## config.mk

```make
export PLATFORM = sky130hd
export DESIGN_NAME = wdrc_top
export DESIGN_NICKNAME = d
export VERILOG_FILES = /design/src/shared/wdrc_pkg.sv /design/src/verilog/wdrc_lv_filter.sv /design/src/verilog/wdrc_top.sv
export SDC_FILE = /design/constraint.sdc
export NUM_CORES = 1
export LEC_CHECK = 0
export ABC_CLOCK_PERIOD_IN_PS = 6290
export BUFFER_PORTS_ARGS = -buffer_cell sky130_fd_sc_hd__clkbuf_2
export CORE_MARGIN = 2
export CORE_UTILIZATION = 50
export CTS_BUF_LIST = sky130_fd_sc_hd__clkbuf_2 sky130_fd_sc_hd__clkbuf_4 sky130_fd_sc_hd__clkbuf_8
export DETAILED_ROUTE_END_ITERATION = 10
export GPL_TIMING_DRIVEN = 0
export MAX_ROUTING_LAYER = met4
export PLACE_DENSITY_LB_ADDON = 0.1
export RECOVER_POWER = 25
export SLEW_MARGIN = 30
export SYNTH_ARGS = -nofsm -noshare
export SYNTH_HDL_FRONTEND = slang
export SYNTH_SLANG_ARGS = --single-unit
```

## constraint.sdc

```tcl
create_clock -name clk_i -period 6.29 [get_ports clk_i]
set_clock_uncertainty 0.2 [all_clocks]
set_input_delay 0.629 -clock clk_i [delete_from_list [all_inputs] [get_ports clk_i]]
set_output_delay 0.629 -clock clk_i [all_outputs]
set_load 0.05 [all_outputs]
```

## src/shared/wdrc_pkg.sv

```systemverilog
// Purpose: constants for the watchdog and reset-control block
// Assumes: classic wishbone slave with 32-bit data, word aligned registers
// Notes: one name for each offset, field, reset value and count
package wdrc_pkg;

    // ****************************************
    // register byte offsets
    // ****************************************
    localparam logic [7:0] WDRC_OFF_WDT_CTRL = 8'h00;
    localparam logic [7:0] WDRC_OFF_RST_FLAGS = 8'h04;
    localparam logic [7:0] WDRC_OFF_PROG_CTRL = 8'h08;
    localparam logic [7:0] WDRC_OFF_STATUS = 8'h0C;

    // ****************************************
    // fields and reset values
    // ****************************************
    localparam int WDRC_KEY_LSB = 3;
    localparam int WDRC_SEL_LSB = 0;
    localparam logic [4:0] WDRC_KEY_A = 5'h0A;
    localparam logic [4:0] WDRC_KEY_B = 5'h15;
    localparam logic [2:0] WDRC_SEL_RESET = 3'h3;
    localparam logic [7:0] WDRC_WDT_CTRL_RESET = 8'h53;
    localparam int WDRC_LVR_FLAG_BIT = 2;
    localparam int WDRC_KEY_ERR_FLAG_BIT = 0;
    localparam int WDRC_ST_TIMEOUT_BIT = 0;
    localparam int WDRC_ST_PDOWN_BIT = 1;
    localparam int WDRC_ST_ENABLED_BIT = 2;
    localparam logic [7:0] WDRC_PROG_RESET_CODE = 8'h55;

    // ****************************************
    // timing
    // ****************************************
    // widest select tests bit 18, so the counter needs bits 18 down to 0
    localparam int WDRC_CNT_W = 19;
    localparam int WDRC_KEY_ERR_DELAY_LS = 4;
    localparam int WDRC_LV_FILTER_LS = 4;
    localparam int WDRC_RESET_PULSE_CYC = 2;

    typedef enum logic [1:0] {
        WDRC_RUN,
        WDRC_KEY_WAIT,
        WDRC_RESETTING
    } wdrc_state_t;

endpackage : wdrc_pkg

```

## src/verilog/wdrc_lv_filter.sv

```systemverilog
// Purpose: qualify the low-supply indication over low-speed clock ticks
// Assumes: low_i and tick_i synchronous to clk_i
// Notes: the count restarts whenever the indication drops or is disabled
module wdrc_lv_filter #(
    parameter int FILTER_TICKS = wdrc_pkg::WDRC_LV_FILTER_LS
) (
    // clock and reset
    input wire logic clk_i,
    input wire logic rst_i,
    // inputs
    input wire logic tick_i,
    input wire logic enable_i,
    input wire logic low_i,
    // result
    output logic fire_o
);

    logic [15:0] cnt_reg;

    // ****************************************
    // filter
    // ****************************************
    always_ff @(posedge clk_i) begin
        if (rst_i || !enable_i || !low_i) begin
            cnt_reg <= 16'h0000;
        end else if (tick_i && cnt_reg <= 16'(FILTER_TICKS)) begin
            cnt_reg <= cnt_reg + 16'h0001;
        end
    end

    // must last strictly longer than the filter time
    always_ff @(posedge clk_i) begin
        if (rst_i) begin
            fire_o <= 1'b0;
        end else begin
            fire_o <= enable_i && low_i && (cnt_reg > 16'(FILTER_TICKS));
        end
    end

endmodule : wdrc_lv_filter

```

## src/verilog/wdrc_top.sv

```systemverilog
// Purpose: watchdog timer and reset-source control with a wishbone slave
// Assumes: low_speed_internal_osc_tick_i is one clk_i pulse per low-speed oscillator period
// Notes: rst_i stands for power-on reset; reset requests leave as pulses
//
// Function
// - watchdog overflow outside power-down resets the device unless software cleared it first
// - watchdog runs only while the key field holds 01010 or 10101
// - any other key value resets the device after a fixed delay
// - key field starts at 01010 so the watchdog runs from power-on
// - timeout while running: device reset and timeout flag set
// - timeout in power-down: set timeout and power-down, reset pc and sp only
// - counter cleared by bad key write, clear instruction or halt
// - timeout ranges from 2^8 to 2^18 low-speed clocks
// - after power-on the program counter starts at zero
// - after power-on all port data and direction registers read high
// - low-voltage reset always active in fast and slow modes
// - qualified low supply resets device and sets low-voltage flag
// - low supply not longer than filter time is ignored
// - low-voltage reset disabled in sleep or idle
// - low-voltage flag set by hardware, cleared only by software zero write
// - reset-flag bits 7 to 3 and bit 1 read as zero
// - writing 55h to the programming control register resets the device
// - select codes give 2^8,10,12,14 then 2^15 through 2^18
// - key-error flag set by key reset, cleared only by software zero write
// - power-down flag set by halt, cleared at power-up or clear instruction
module wdrc_top #(
    parameter int KEY_ERR_DELAY = wdrc_pkg::WDRC_KEY_ERR_DELAY_LS,
    parameter int LV_FILTER = wdrc_pkg::WDRC_LV_FILTER_LS
) (
    // clock and reset
    input wire logic clk_i,
    input wire logic rst_i,
    // wishbone slave
    input wire logic cyc_i,
    input wire logic stb_i,
    input wire logic we_i,
    input wire logic [7:0] adr_i,
    input wire logic [3:0] sel_i,
    input wire logic [31:0] dat_i,
    output logic [31:0] dat_o,
    output logic ack_o,
    output logic err_o,
    // core and system
    input wire logic low_speed_internal_osc_tick_i,
    input wire logic clear_wdt_i,
    input wire logic halt_i,
    input wire logic low_supply_i,
    // reset outputs
    output logic device_reset_o,
    output logic pc_sp_reset_o,
    output logic timeout_flag_o,
    output logic power_down_flag_o
);

    // ****************************************
    // declarations
    // ****************************************
    logic [7:0] wdt_ctrl_reg;
    logic lv_flag_reg;
    logic key_flag_reg;
    logic [wdrc_pkg::WDRC_CNT_W-1:0] wdt_cnt_reg;
    logic [15:0] key_cnt_reg;
    logic [1:0] pulse_cnt_reg;
    wdrc_pkg::wdrc_state_t state_reg;
    logic ack_reg;
    logic [31:0] rdata_reg;
    logic bus_req;
    logic wr_fire;
    logic hit;
    logic ctrl_wr;
    logic key_valid;
    logic key_write_bad;
    logic overflow;
    logic lv_fire;
    logic wdt_clear;
    logic prog_reset;
    logic full_reset_req;
    logic [4:0] key_field;
    logic [2:0] sel_field;

    // ****************************************
    // helpers
    // ****************************************
    function automatic logic key_ok(input logic [4:0] k);
        return (k == wdrc_pkg::WDRC_KEY_A) || (k == wdrc_pkg::WDRC_KEY_B);
    endfunction : key_ok

    // overflow bit position for the select code
    function automatic logic [4:0] sel_bit(input logic [2:0] s);
        logic [4:0] r;
        r = 5'h08;
        case (s)
            3'h0: r = 5'h08;
            3'h1: r = 5'h0A;
            3'h2: r = 5'h0C;
            3'h3: r = 5'h0E;
            3'h4: r = 5'h0F;
            3'h5: r = 5'h10;
            3'h6: r = 5'h11;
            default: r = 5'h12;
        endcase
        return r;
    endfunction : sel_bit

    assign key_field = wdt_ctrl_reg[wdrc_pkg::WDRC_KEY_LSB +: 5];
    assign sel_field = wdt_ctrl_reg[wdrc_pkg::WDRC_SEL_LSB +: 3];
    assign key_valid = key_ok(key_field);

    // ****************************************
    // wishbone slave
    // ****************************************
    // one wait state: ack one cycle after the request, dropped the next cycle
    assign bus_req = cyc_i && stb_i && !ack_reg && !err_o;
    assign hit = (adr_i == wdrc_pkg::WDRC_OFF_WDT_CTRL) ||
                 (adr_i == wdrc_pkg::WDRC_OFF_RST_FLAGS) ||
                 (adr_i == wdrc_pkg::WDRC_OFF_PROG_CTRL) ||
                 (adr_i == wdrc_pkg::WDRC_OFF_STATUS);
    assign wr_fire = bus_req && hit && we_i && sel_i[0];
    assign ctrl_wr = wr_fire && adr_i == wdrc_pkg::WDRC_OFF_WDT_CTRL;
    assign key_write_bad = ctrl_wr && !key_ok(dat_i[wdrc_pkg::WDRC_KEY_LSB +: 5]);
    assign prog_reset = wr_fire && adr_i == wdrc_pkg::WDRC_OFF_PROG_CTRL &&
                        dat_i[7:0] == wdrc_pkg::WDRC_PROG_RESET_CODE;
    assign ack_o = ack_reg;

    always_ff @(posedge clk_i) begin
        if (rst_i) begin
            ack_reg <= 1'b0;
            err_o <= 1'b0;
        end else begin
            ack_reg <= bus_req && hit;
            err_o <= bus_req && !hit;
        end
    end

    always_ff @(posedge clk_i) begin
        if (rst_i) begin
            rdata_reg <= 32'h0000_0000;
        end else if (bus_req && !we_i) begin
            rdata_reg <= 32'h0000_0000;
            case (adr_i)
                wdrc_pkg::WDRC_OFF_WDT_CTRL: begin
                    rdata_reg[7:0] <= wdt_ctrl_reg;
                end
                wdrc_pkg::WDRC_OFF_RST_FLAGS: begin
                    rdata_reg[wdrc_pkg::WDRC_LVR_FLAG_BIT] <= lv_flag_reg;
                    rdata_reg[wdrc_pkg::WDRC_KEY_ERR_FLAG_BIT] <= key_flag_reg;
                end
                wdrc_pkg::WDRC_OFF_STATUS: begin
                    rdata_reg[wdrc_pkg::WDRC_ST_TIMEOUT_BIT] <= timeout_flag_o;
                    rdata_reg[wdrc_pkg::WDRC_ST_PDOWN_BIT] <= power_down_flag_o;
                    rdata_reg[wdrc_pkg::WDRC_ST_ENABLED_BIT] <= key_valid;
                end
                default: begin
                    rdata_reg <= 32'h0000_0000;
                end
            endcase
        end
    end
    assign dat_o = rdata_reg;

    // ****************************************
    // watchdog control register
    // ****************************************
    // power-on only; the device reset pulse leaves it as software set it
    always_ff @(posedge clk_i) begin
        if (rst_i) begin
            wdt_ctrl_reg <= wdrc_pkg::WDRC_WDT_CTRL_RESET;
        end else if (ctrl_wr) begin
            wdt_ctrl_reg <= dat_i[7:0];
        end
    end

    // ****************************************
    // watchdog counter
    // ****************************************
    assign wdt_clear = key_write_bad || clear_wdt_i || halt_i;
    assign overflow = key_valid && low_speed_internal_osc_tick_i &&
                      wdt_cnt_reg[sel_bit(sel_field)];

    always_ff @(posedge clk_i) begin
        if (rst_i || wdt_clear || overflow || state_reg == wdrc_pkg::WDRC_RESETTING) begin
            wdt_cnt_reg <= '0;
        end else if (key_valid && low_speed_internal_osc_tick_i) begin
            wdt_cnt_reg <= wdt_cnt_reg + 1'b1;
        end
    end

    // ****************************************
    // low voltage reset
    // ****************************************
    // no sleep/idle input other than the halt state, so power-down gates it
    wdrc_lv_filter #(
        .FILTER_TICKS(LV_FILTER)
    ) u_lv_filter (
        .clk_i(clk_i),
        .rst_i(rst_i),
        .tick_i(low_speed_internal_osc_tick_i),
        .enable_i(!power_down_flag_o),
        .low_i(low_supply_i),
        .fire_o(lv_fire)
    );

    // ****************************************
    // reset sequencer
    // ****************************************
    assign full_reset_req = lv_fire || prog_reset ||
                            (overflow && !power_down_flag_o);

    always_ff @(posedge clk_i) begin
        if (rst_i) begin
            state_reg <= wdrc_pkg::WDRC_RUN;
            key_cnt_reg <= 16'h0000;
            pulse_cnt_reg <= 2'h0;
        end else begin
            case (state_reg)
                wdrc_pkg::WDRC_RUN: begin
                    key_cnt_reg <= 16'h0000;
                    if (full_reset_req) begin
                        state_reg <= wdrc_pkg::WDRC_RESETTING;
                        pulse_cnt_reg <= 2'h0;
                    end else if (!key_valid) begin
                        state_reg <= wdrc_pkg::WDRC_KEY_WAIT;
                    end
                end
                wdrc_pkg::WDRC_KEY_WAIT: begin
                    if (full_reset_req) begin
                        state_reg <= wdrc_pkg::WDRC_RESETTING;
                        pulse_cnt_reg <= 2'h0;
                    end else if (key_valid) begin
                        state_reg <= wdrc_pkg::WDRC_RUN;
                    end else if (low_speed_internal_osc_tick_i) begin
                        if (key_cnt_reg >= 16'(KEY_ERR_DELAY - 1)) begin
                            state_reg <= wdrc_pkg::WDRC_RESETTING;
                            pulse_cnt_reg <= 2'h0;
                        end else begin
                            key_cnt_reg <= key_cnt_reg + 16'h0001;
                        end
                    end
                end
                wdrc_pkg::WDRC_RESETTING: begin
                    // hold the pulse long enough for the core to see it
                    if (pulse_cnt_reg == 2'(wdrc_pkg::WDRC_RESET_PULSE_CYC - 1)) begin
                        state_reg <= wdrc_pkg::WDRC_RUN;
                    end else begin
                        pulse_cnt_reg <= pulse_cnt_reg + 2'h1;
                    end
                end
                default: begin
                    state_reg <= wdrc_pkg::WDRC_RUN;
                end
            endcase
        end
    end

    // full reset covers pc to zero and ports high in the core
    always_ff @(posedge clk_i) begin
        if (rst_i) begin
            device_reset_o <= 1'b1;
        end else begin
            device_reset_o <= state_reg == wdrc_pkg::WDRC_RESETTING;
        end
    end

    always_ff @(posedge clk_i) begin
        if (rst_i) begin
            pc_sp_reset_o <= 1'b0;
        end else begin
            pc_sp_reset_o <= overflow && power_down_flag_o;
        end
    end

    // ****************************************
    // status flags
    // ****************************************
    always_ff @(posedge clk_i) begin
        if (rst_i) begin
            timeout_flag_o <= 1'b0;
        end else if (overflow) begin
            timeout_flag_o <= 1'b1;
        end else if (halt_i || clear_wdt_i) begin
            timeout_flag_o <= 1'b0;
        end
    end

    always_ff @(posedge clk_i) begin
        if (rst_i) begin
            power_down_flag_o <= 1'b0;
        end else if (halt_i || (overflow && power_down_flag_o)) begin
            power_down_flag_o <= 1'b1;
        end else if (clear_wdt_i) begin
            power_down_flag_o <= 1'b0;
        end
    end

    // set wins over a software clear in the same cycle
    always_ff @(posedge clk_i) begin
        if (rst_i) begin
            lv_flag_reg <= 1'b0;
        end else if (lv_fire) begin
            lv_flag_reg <= 1'b1;
        end else if (wr_fire && adr_i == wdrc_pkg::WDRC_OFF_RST_FLAGS &&
                     !dat_i[wdrc_pkg::WDRC_LVR_FLAG_BIT]) begin
            lv_flag_reg <= 1'b0;
        end
    end

    always_ff @(posedge clk_i) begin
        if (rst_i) begin
            key_flag_reg <= 1'b0;
        end else if (state_reg == wdrc_pkg::WDRC_KEY_WAIT && low_speed_internal_osc_tick_i &&
                     !key_valid && !full_reset_req &&
                     key_cnt_reg >= 16'(KEY_ERR_DELAY - 1)) begin
            key_flag_reg <= 1'b1;
        end else if (wr_fire && adr_i == wdrc_pkg::WDRC_OFF_RST_FLAGS &&
                     !dat_i[wdrc_pkg::WDRC_KEY_ERR_FLAG_BIT]) begin
            key_flag_reg <= 1'b0;
        end
    end

endmodule : wdrc_top

```

* Word level (Yosys, flattened, before mapping)
Cells that the tools add are included.
W data, S select, Z words.
** Cells by class
- $add $sub $neg :: 4
- $lt $le $gt $ge :: 4
- Eq/ne operators :: 30
- Muxes and demuxes :: 35
- Reduce and logical (&&, ||, !) cells :: 65
** Operator list (count)
- $mux W16 :: 4
- $pmux W5 S7 :: 1
- $add A16 B1 Y16 const B :: 2
- $pmux W16 S2 :: 1
- $logic_and A1 B1 Y1 :: 26
- $mux W2 :: 13
- $add A19 B1 Y19 const B :: 1
- $eq A8 B4 Y1 const B :: 2
- $ge A16 B2 Y1 const B :: 1
- $gt A16 B3 Y1 const B :: 1
- $le A16 B3 Y1 const B :: 1
- $logic_or A1 B1 Y1 :: 16
- $ne A2 B2 Y1 const B :: 6
- $pmux W2 S3 :: 2
- $logic_not A1 Y1 :: 11
- $eq A5 B4 Y1 const B :: 2
- $eq A5 B5 Y1 const B :: 2
- $reduce_bool A2 Y1 :: 5
- $eq A3 B3 Y1 const B :: 3
- $mux W1 :: 9
- $ne A3 B3 Y1 const B :: 3
- $eq A8 B3 Y1 const B :: 1
- $eq A8 B7 Y1 const B :: 1
- $logic_not A8 Y1 :: 1
- other kinds (20) :: 23
** Storage, ports and cells
- Register bits after elaboration :: 80
- Output and inout bits :: 38

* Longest topological paths before layout
- Word-level depth :: 15
- Mapped depth :: 9
- Gate-level depth less buffers :: 8

* Hierarchy
From an unflattened synthesis, not the netlist that was laid out.
** Second synthesis, totals
- Cell total of the unflattened synthesis :: 400
- Area total of the unflattened synthesis :: 3513.4 um^2
** By module, submodules not included
- wdrc_top :: instances 1, cells an instance 339, area each 2904.0 um^2
- wdrc_lv_filter :: instances 1, cells an instance 61, area each 609.3 um^2

* Worst setup path before layout
OpenSTA, ideal clock, no wires.
- Path type :: input -> register
- Start :: input adr_i[5]
- End :: register wdt_cnt_reg[10] (netlist name)
- Arrival time :: 2.016 ns
- Required time :: 5.973 ns
- Slack :: 3.957 ns
- Stages on the path :: 7
- Path buffers :: 1
- Cell sequence :: nor4_1 nand2_1 nor4b_2 nand3b_1 nand3_2 buf_2 nor2_1
** Between the ends
- Word-level cells in the longest chain between the ends :: 14
** RTL lines
- start, declared :: RTL line wdrc_top.sv:37 : input wire logic [7:0] adr_i,
- $eq A8 B3 Y1 or $logic_not A8 Y1 (tied branches) :: RTL line wdrc_top.sv:115, wdrc_top.sv:114, wdrc_top.sv:119
- $logic_or A1 B1 Y1 :: RTL line wdrc_top.sv:114 : assign hit = (adr_i == wdrc_pkg::WDRC_OFF_WDT_CTRL) ||
- $logic_or A1 B1 Y1 :: RTL line wdrc_top.sv:115 : (adr_i == wdrc_pkg::WDRC_OFF_RST_FLAGS) ||
- $logic_or A1 B1 Y1 :: RTL line wdrc_top.sv:116 : (adr_i == wdrc_pkg::WDRC_OFF_PROG_CTRL) ||
- $logic_and A1 B1 Y1 (3 in series) :: RTL line wdrc_top.sv:118 : assign wr_fire = bus_req && hit && we_i && sel_i[0];
- $logic_and A1 B1 Y1 (*) :: RTL line wdrc_top.sv:119 : assign ctrl_wr = wr_fire && adr_i == wdrc_pkg::WDRC_OFF_WDT_CTRL;
- $logic_and A1 B1 Y1 (*) :: RTL line wdrc_top.sv:120 : assign key_write_bad = ctrl_wr && !key_ok(dat_i[wdrc_pkg::WDRC_KEY_LSB +: 5]);
- $logic_or A1 B1 Y1 (*) (2 in series) :: RTL line wdrc_top.sv:176 : assign wdt_clear = key_write_bad || clear_wdt_i || halt_i;
- $logic_or A1 B1 Y1 (*) (3 in series) :: RTL line wdrc_top.sv:181 : if (rst_i || wdt_clear || overflow || state_reg == wdrc_pkg::WDRC_RESETTING) begin
- end signal, assigned :: RTL line wdrc_top.sv:184 : wdt_cnt_reg <= wdt_cnt_reg + 1'b1;
- end, declared :: RTL line wdrc_top.sv:61 : logic [wdrc_pkg::WDRC_CNT_W-1:0] wdt_cnt_reg;
Mark *: on every way between the ends. The rest lies on a longest branch, timed or not.
A chain may end at the register's enable or synchronous reset.

* Worst setup path after layout
- Start :: input adr_i[5]
- End :: register wdt_cnt_reg[5] (netlist name)
The elaborated chain is that of the path after synthesis.

==> impl_summary.log <==
INFO  metric async_reset_ff_frac = 0
INFO  metric regToRegSetupSlack = 3.94 ns
INFO  metric rsz0062_at_grt = no
INFO  metric critPathArrivalTime = 2.38 ns
INFO  metric worstSkewPairLatency = 0.34 ns
INFO  metric ys.warnings.count = 0
INFO  metric slew_headroom = 0.571
INFO  metric cts_post_setup_buffers_inserted = 0
INFO  metric synth_flop_cell = sky130_fd_sc_hd__dfxtp_1
INFO  metric r2r_start = wdt_ctrl_reg[7]
INFO  metric cts_resized = 0
INFO  metric detailedPlacementHpwl = 4750 um
INFO  metric wire_length_of_the_first_global_routing_pass = 10500 um
INFO  metric cts_tree = built
INFO  metric globalRouteOverflowTotal = 0
INFO  metric drtIter0Drc = 130
INFO  metric grt_pass1_vias = 2382
INFO  metric max_cap_viols = 0
INFO  metric synth_cells = 372
INFO  metric worstSetupEndpointType = register
INFO  metric critical_path_peak_fanout = 10
INFO  metric first_element_of_the_critical_path = adr_i[5]
INFO  metric worst_r2r_endpoint = wdt_cnt_reg[5]
INFO  metric maximum_number_of_pins_on_one_net_before_global_route_repair = 14
INFO  metric regArea = 1600 um2
INFO  metric cts.sink_count = 80
INFO  metric layout-drive-gt1-share = 0.203
INFO  metric critPathLaunchType = primary input
INFO  metric clock_tree.htree_level_count = 3
INFO  metric final.min_clock_period = 2.35 ns
INFO  metric finalSetupViolCount = 0
INFO  metric drt_first_pass_iters = 4
INFO  metric post_synth_instance_area = 3450 um2
INFO  metric irDropWorstVdd = 0.166 mV
INFO  metric ctsHoldBuffers = 0
INFO  metric fin_setup_tns = 0 ns
INFO  metric floorplan.die_area = 7580 um2
INFO  metric synth_largest_type_area_fraction = 0.464
INFO  metric r2r.worst_path.cells = 7
INFO  metric vias = 2637
INFO  metric cts-buffers-inserted = 9
INFO  metric groute.usage.overall = 0.181
INFO  metric finalInstanceArea = 4040 um2
INFO  metric hold_viol_final = 0
INFO  metric report.final.slew_viol_count = 0
INFO  metric synthTopCellsByArea = sky130_fd_sc_hd__dfxtp_1 (46%), sky130_fd_sc_hd__buf_4 (5.7%), sky130_fd_sc_hd__nor2_1 (5.1%)
INFO  metric run_status = completed
INFO  metric clockBufferDepth = 2
INFO  metric fmaxAchievable = 426 MHz
INFO  metric effective_utilization_at_floorplan = 0.514
INFO  metric yosys.cell_types.count = 55
INFO  metric numPortBuffers = 37
INFO  metric io_pins = 91
INFO  metric drt_wl_total = 6430 um
INFO  metric core.rowCount = 30
INFO  metric route.detailed.vias_per_inst = 4.99
INFO  metric power.static_leakage = 1.75 nW
INFO  metric gpl.final_weighted_congestion = 0.851
INFO  metric fin_crit_sh = 0.374
INFO  metric die_h = 87.1 um
INFO  metric drcViolationCount = 0
INFO  metric wl_per_cell = 12.2 um
INFO  metric totalPowerFinal = 979 uW
INFO  metric final_nets = 501
INFO  metric num_antenna_cells = 0
INFO  metric core_area = 6720 um2
INFO  metric ant_nets = 0
INFO  metric worst_slew_pin_slew = 0.638 ns
INFO  metric synthesized_area_per_cell = 9.28 um2
INFO  metric synth_enable_flop_cells = 0
INFO  metric path_clk_slew = 0.08 ns
INFO  metric power_density = 243 nW/um2
INFO  metric hp-class = register to register
INFO  metric cts.root.buffer_cell = sky130_fd_sc_hd__clkbuf_8
INFO  metric endpoint = wdt_cnt_reg[5]
INFO  metric cp.required = 6.32 ns
INFO  metric placement_cell_area = 3820 um2
INFO  metric hold_path_startpoint = dat_o[2]
INFO  metric flip_flop_count_of_the_largest_register_after_layout = 19
INFO  metric grt_antenna_before_repair = 0
INFO  metric syn2layout_area_growth = 16.9%
INFO  metric ys_seq_area_frac = 0.464
INFO  metric multi_input_area = 1660 um2
INFO  metric yosys.area.top_type = sky130_fd_sc_hd__dfxtp_1
INFO  metric synth.ff_latch_count = 80
INFO  metric fillerInstances = 611
INFO  metric crit_path_category = primary input to register
INFO  metric die_width = 87.1 um
## cells in the final DEF (no fill, tap or decap), types with 3 or more instances in the layout
cell / Yosys / routed
sky130_fd_sc_hd__nand3b_1: 3 / 3
sky130_fd_sc_hd__dfxtp_1: 80 / 80
sky130_fd_sc_hd__buf_4: 26 / 26
sky130_fd_sc_hd__nand4_1: 6 / 6
sky130_fd_sc_hd__nor3_1: 5 / 5
sky130_fd_sc_hd__clkbuf_2: 0 / 37
sky130_fd_sc_hd__nand2_1: 22 / 22
sky130_fd_sc_hd__xor2_1: 15 / 15
sky130_fd_sc_hd__nand2b_1: 4 / 4
sky130_fd_sc_hd__nor2_1: 47 / 47
sky130_fd_sc_hd__conb_1: 1 / 24
sky130_fd_sc_hd__a21oi_1: 8 / 8
sky130_fd_sc_hd__clkbuf_8: 0 / 11
sky130_fd_sc_hd__a211o_1: 4 / 4
sky130_fd_sc_hd__and2_0: 0 / 4
sky130_fd_sc_hd__and4_1: 4 / 4
sky130_fd_sc_hd__and3_1: 21 / 21
sky130_fd_sc_hd__mux2i_1: 9 / 9
sky130_fd_sc_hd__nor4_1: 6 / 5
sky130_fd_sc_hd__a41oi_1: 3 / 3
sky130_fd_sc_hd__and2_1: 15 / 11
sky130_fd_sc_hd__ha_1: 5 / 5
sky130_fd_sc_hd__nand3_1: 9 / 9
sky130_fd_sc_hd__inv_1: 7 / 7
sky130_fd_sc_hd__nor2b_1: 7 / 7
sky130_fd_sc_hd__xnor2_1: 5 / 5
sky130_fd_sc_hd__a22oi_1: 8 / 8
sky130_fd_sc_hd__clkbuf_1: 11 / 11
## report_power, final
part,leakage [nW],internal (mW),total (mW),switching (mW)
Sequential,0.645,0.508,0.510,0.00205
Clock,0.101,0.204,0.388,0.184
Combinational,1.01,0.0247,0.0817,0.0570
Total,1.75,0.736,0.979,0.243
## cell usage after synthesis (2+ instances only)
library cell and number:
sky130_fd_sc_hd__a211o_1 4, sky130_fd_sc_hd__a21o_1 2, sky130_fd_sc_hd__a21oi_1 8, sky130_fd_sc_hd__a22o_1 2, sky130_fd_sc_hd__a22oi_1 8, sky130_fd_sc_hd__a31oi_1 2
sky130_fd_sc_hd__a41oi_1 3, sky130_fd_sc_hd__and2_1 15, sky130_fd_sc_hd__and3_1 21, sky130_fd_sc_hd__and3b_1 2, sky130_fd_sc_hd__and4_1 4, sky130_fd_sc_hd__and4b_1 2
sky130_fd_sc_hd__buf_1 2, sky130_fd_sc_hd__buf_2 2, sky130_fd_sc_hd__buf_4 26, sky130_fd_sc_hd__clkbuf_1 11, sky130_fd_sc_hd__dfxtp_1 80, sky130_fd_sc_hd__ha_1 5
sky130_fd_sc_hd__inv_1 7, sky130_fd_sc_hd__mux2i_1 9, sky130_fd_sc_hd__nand2_1 22, sky130_fd_sc_hd__nand2b_1 4, sky130_fd_sc_hd__nand3_1 9, sky130_fd_sc_hd__nand3b_1 3
sky130_fd_sc_hd__nand4_1 6, sky130_fd_sc_hd__nor2_1 47, sky130_fd_sc_hd__nor2b_1 7, sky130_fd_sc_hd__nor3_1 5, sky130_fd_sc_hd__nor3b_1 2, sky130_fd_sc_hd__nor4_1 6
sky130_fd_sc_hd__nor4b_2 2, sky130_fd_sc_hd__nor4bb_1 2, sky130_fd_sc_hd__o21ai_1 2, sky130_fd_sc_hd__xnor2_1 5, sky130_fd_sc_hd__xor2_1 15
## critical path, stage by stage
cell and delay [ns]:
sky130_fd_sc_hd__clkbuf_2 0.08, sky130_fd_sc_hd__nor4_1 0.35, sky130_fd_sc_hd__nand2_1 0.18, sky130_fd_sc_hd__nor4b_2 0.45, sky130_fd_sc_hd__nand3b_1 0.16, sky130_fd_sc_hd__nand3_2 0.20, sky130_fd_sc_hd__buf_2 0.26, sky130_fd_sc_hd__nor2_1 0.07
## cell type report
| cell class | count | area share |
|---|---|---|
| Multi-Input combinational cell | 266 | 0.411 |
| Sequential cell | 80 | 0.397 |
| Buffer | 41 | 0.0629 |
| Timing Repair Buffer | 37 | 0.0459 |
| Clock buffer | 11 | 0.0375 |
| Tap cell | 80 | 0.0248 |
| Clock inverter | 5 | 0.0136 |
| Inverter | 8 | 0.00744 |
## per-layer routing
layer  part of all wire  wire [um]  track usage
met5                  0          0            -
met4              0.019        119       0.0839
met3              0.048        307       0.0341
met2               0.42       2680        0.268
met1               0.52       3320        0.239
## logic make-up after synthesis
family | synth area share
AO/OA/AOI/OAI | 0.0928
XOR/XNOR | 0.0507
adder cells (fa/ha/maj) | 0.0181
buffers and inverters | 0.0823
flip-flops | 0.464
multiplexers | 0.0326
other | 0.00109
AND/OR/NAND/NOR | 0.258
## metrics by stage
step | utilization | worst slack, ns | instances | hold WS [ns]
CTS | 0.600 | 3.88 | 528 | 0.266
finish | 0.601 | 3.94 | 528 | 0.263
global placement | 0.569 | 3.58 | 512 | 0.242
floorplan | - | 3.96 | 395 | 0.225
global route | 0.601 | 3.73 | 528 | 0.274
detailed placement | 0.569 | 3.57 | 512 | 0.244
## worst min-delay path by stage
| stage | endpoint | slack [ns] | cells past startpoint |
|---|---|---|---|
| floorplan | lv_flag_reg | 0.23 | 2 |
| global placement | key_cnt_reg[15] | 0.24 | 1 |
| detailed placement | key_cnt_reg[8] | 0.24 | 1 |
| CTS | key_cnt_reg[8] | 0.27 | 1 |
| global route | key_cnt_reg[15] | 0.27 | 1 |
| finish | dat_o[2] | 0.26 | 2 |
(Power assumes the default switching activity.)
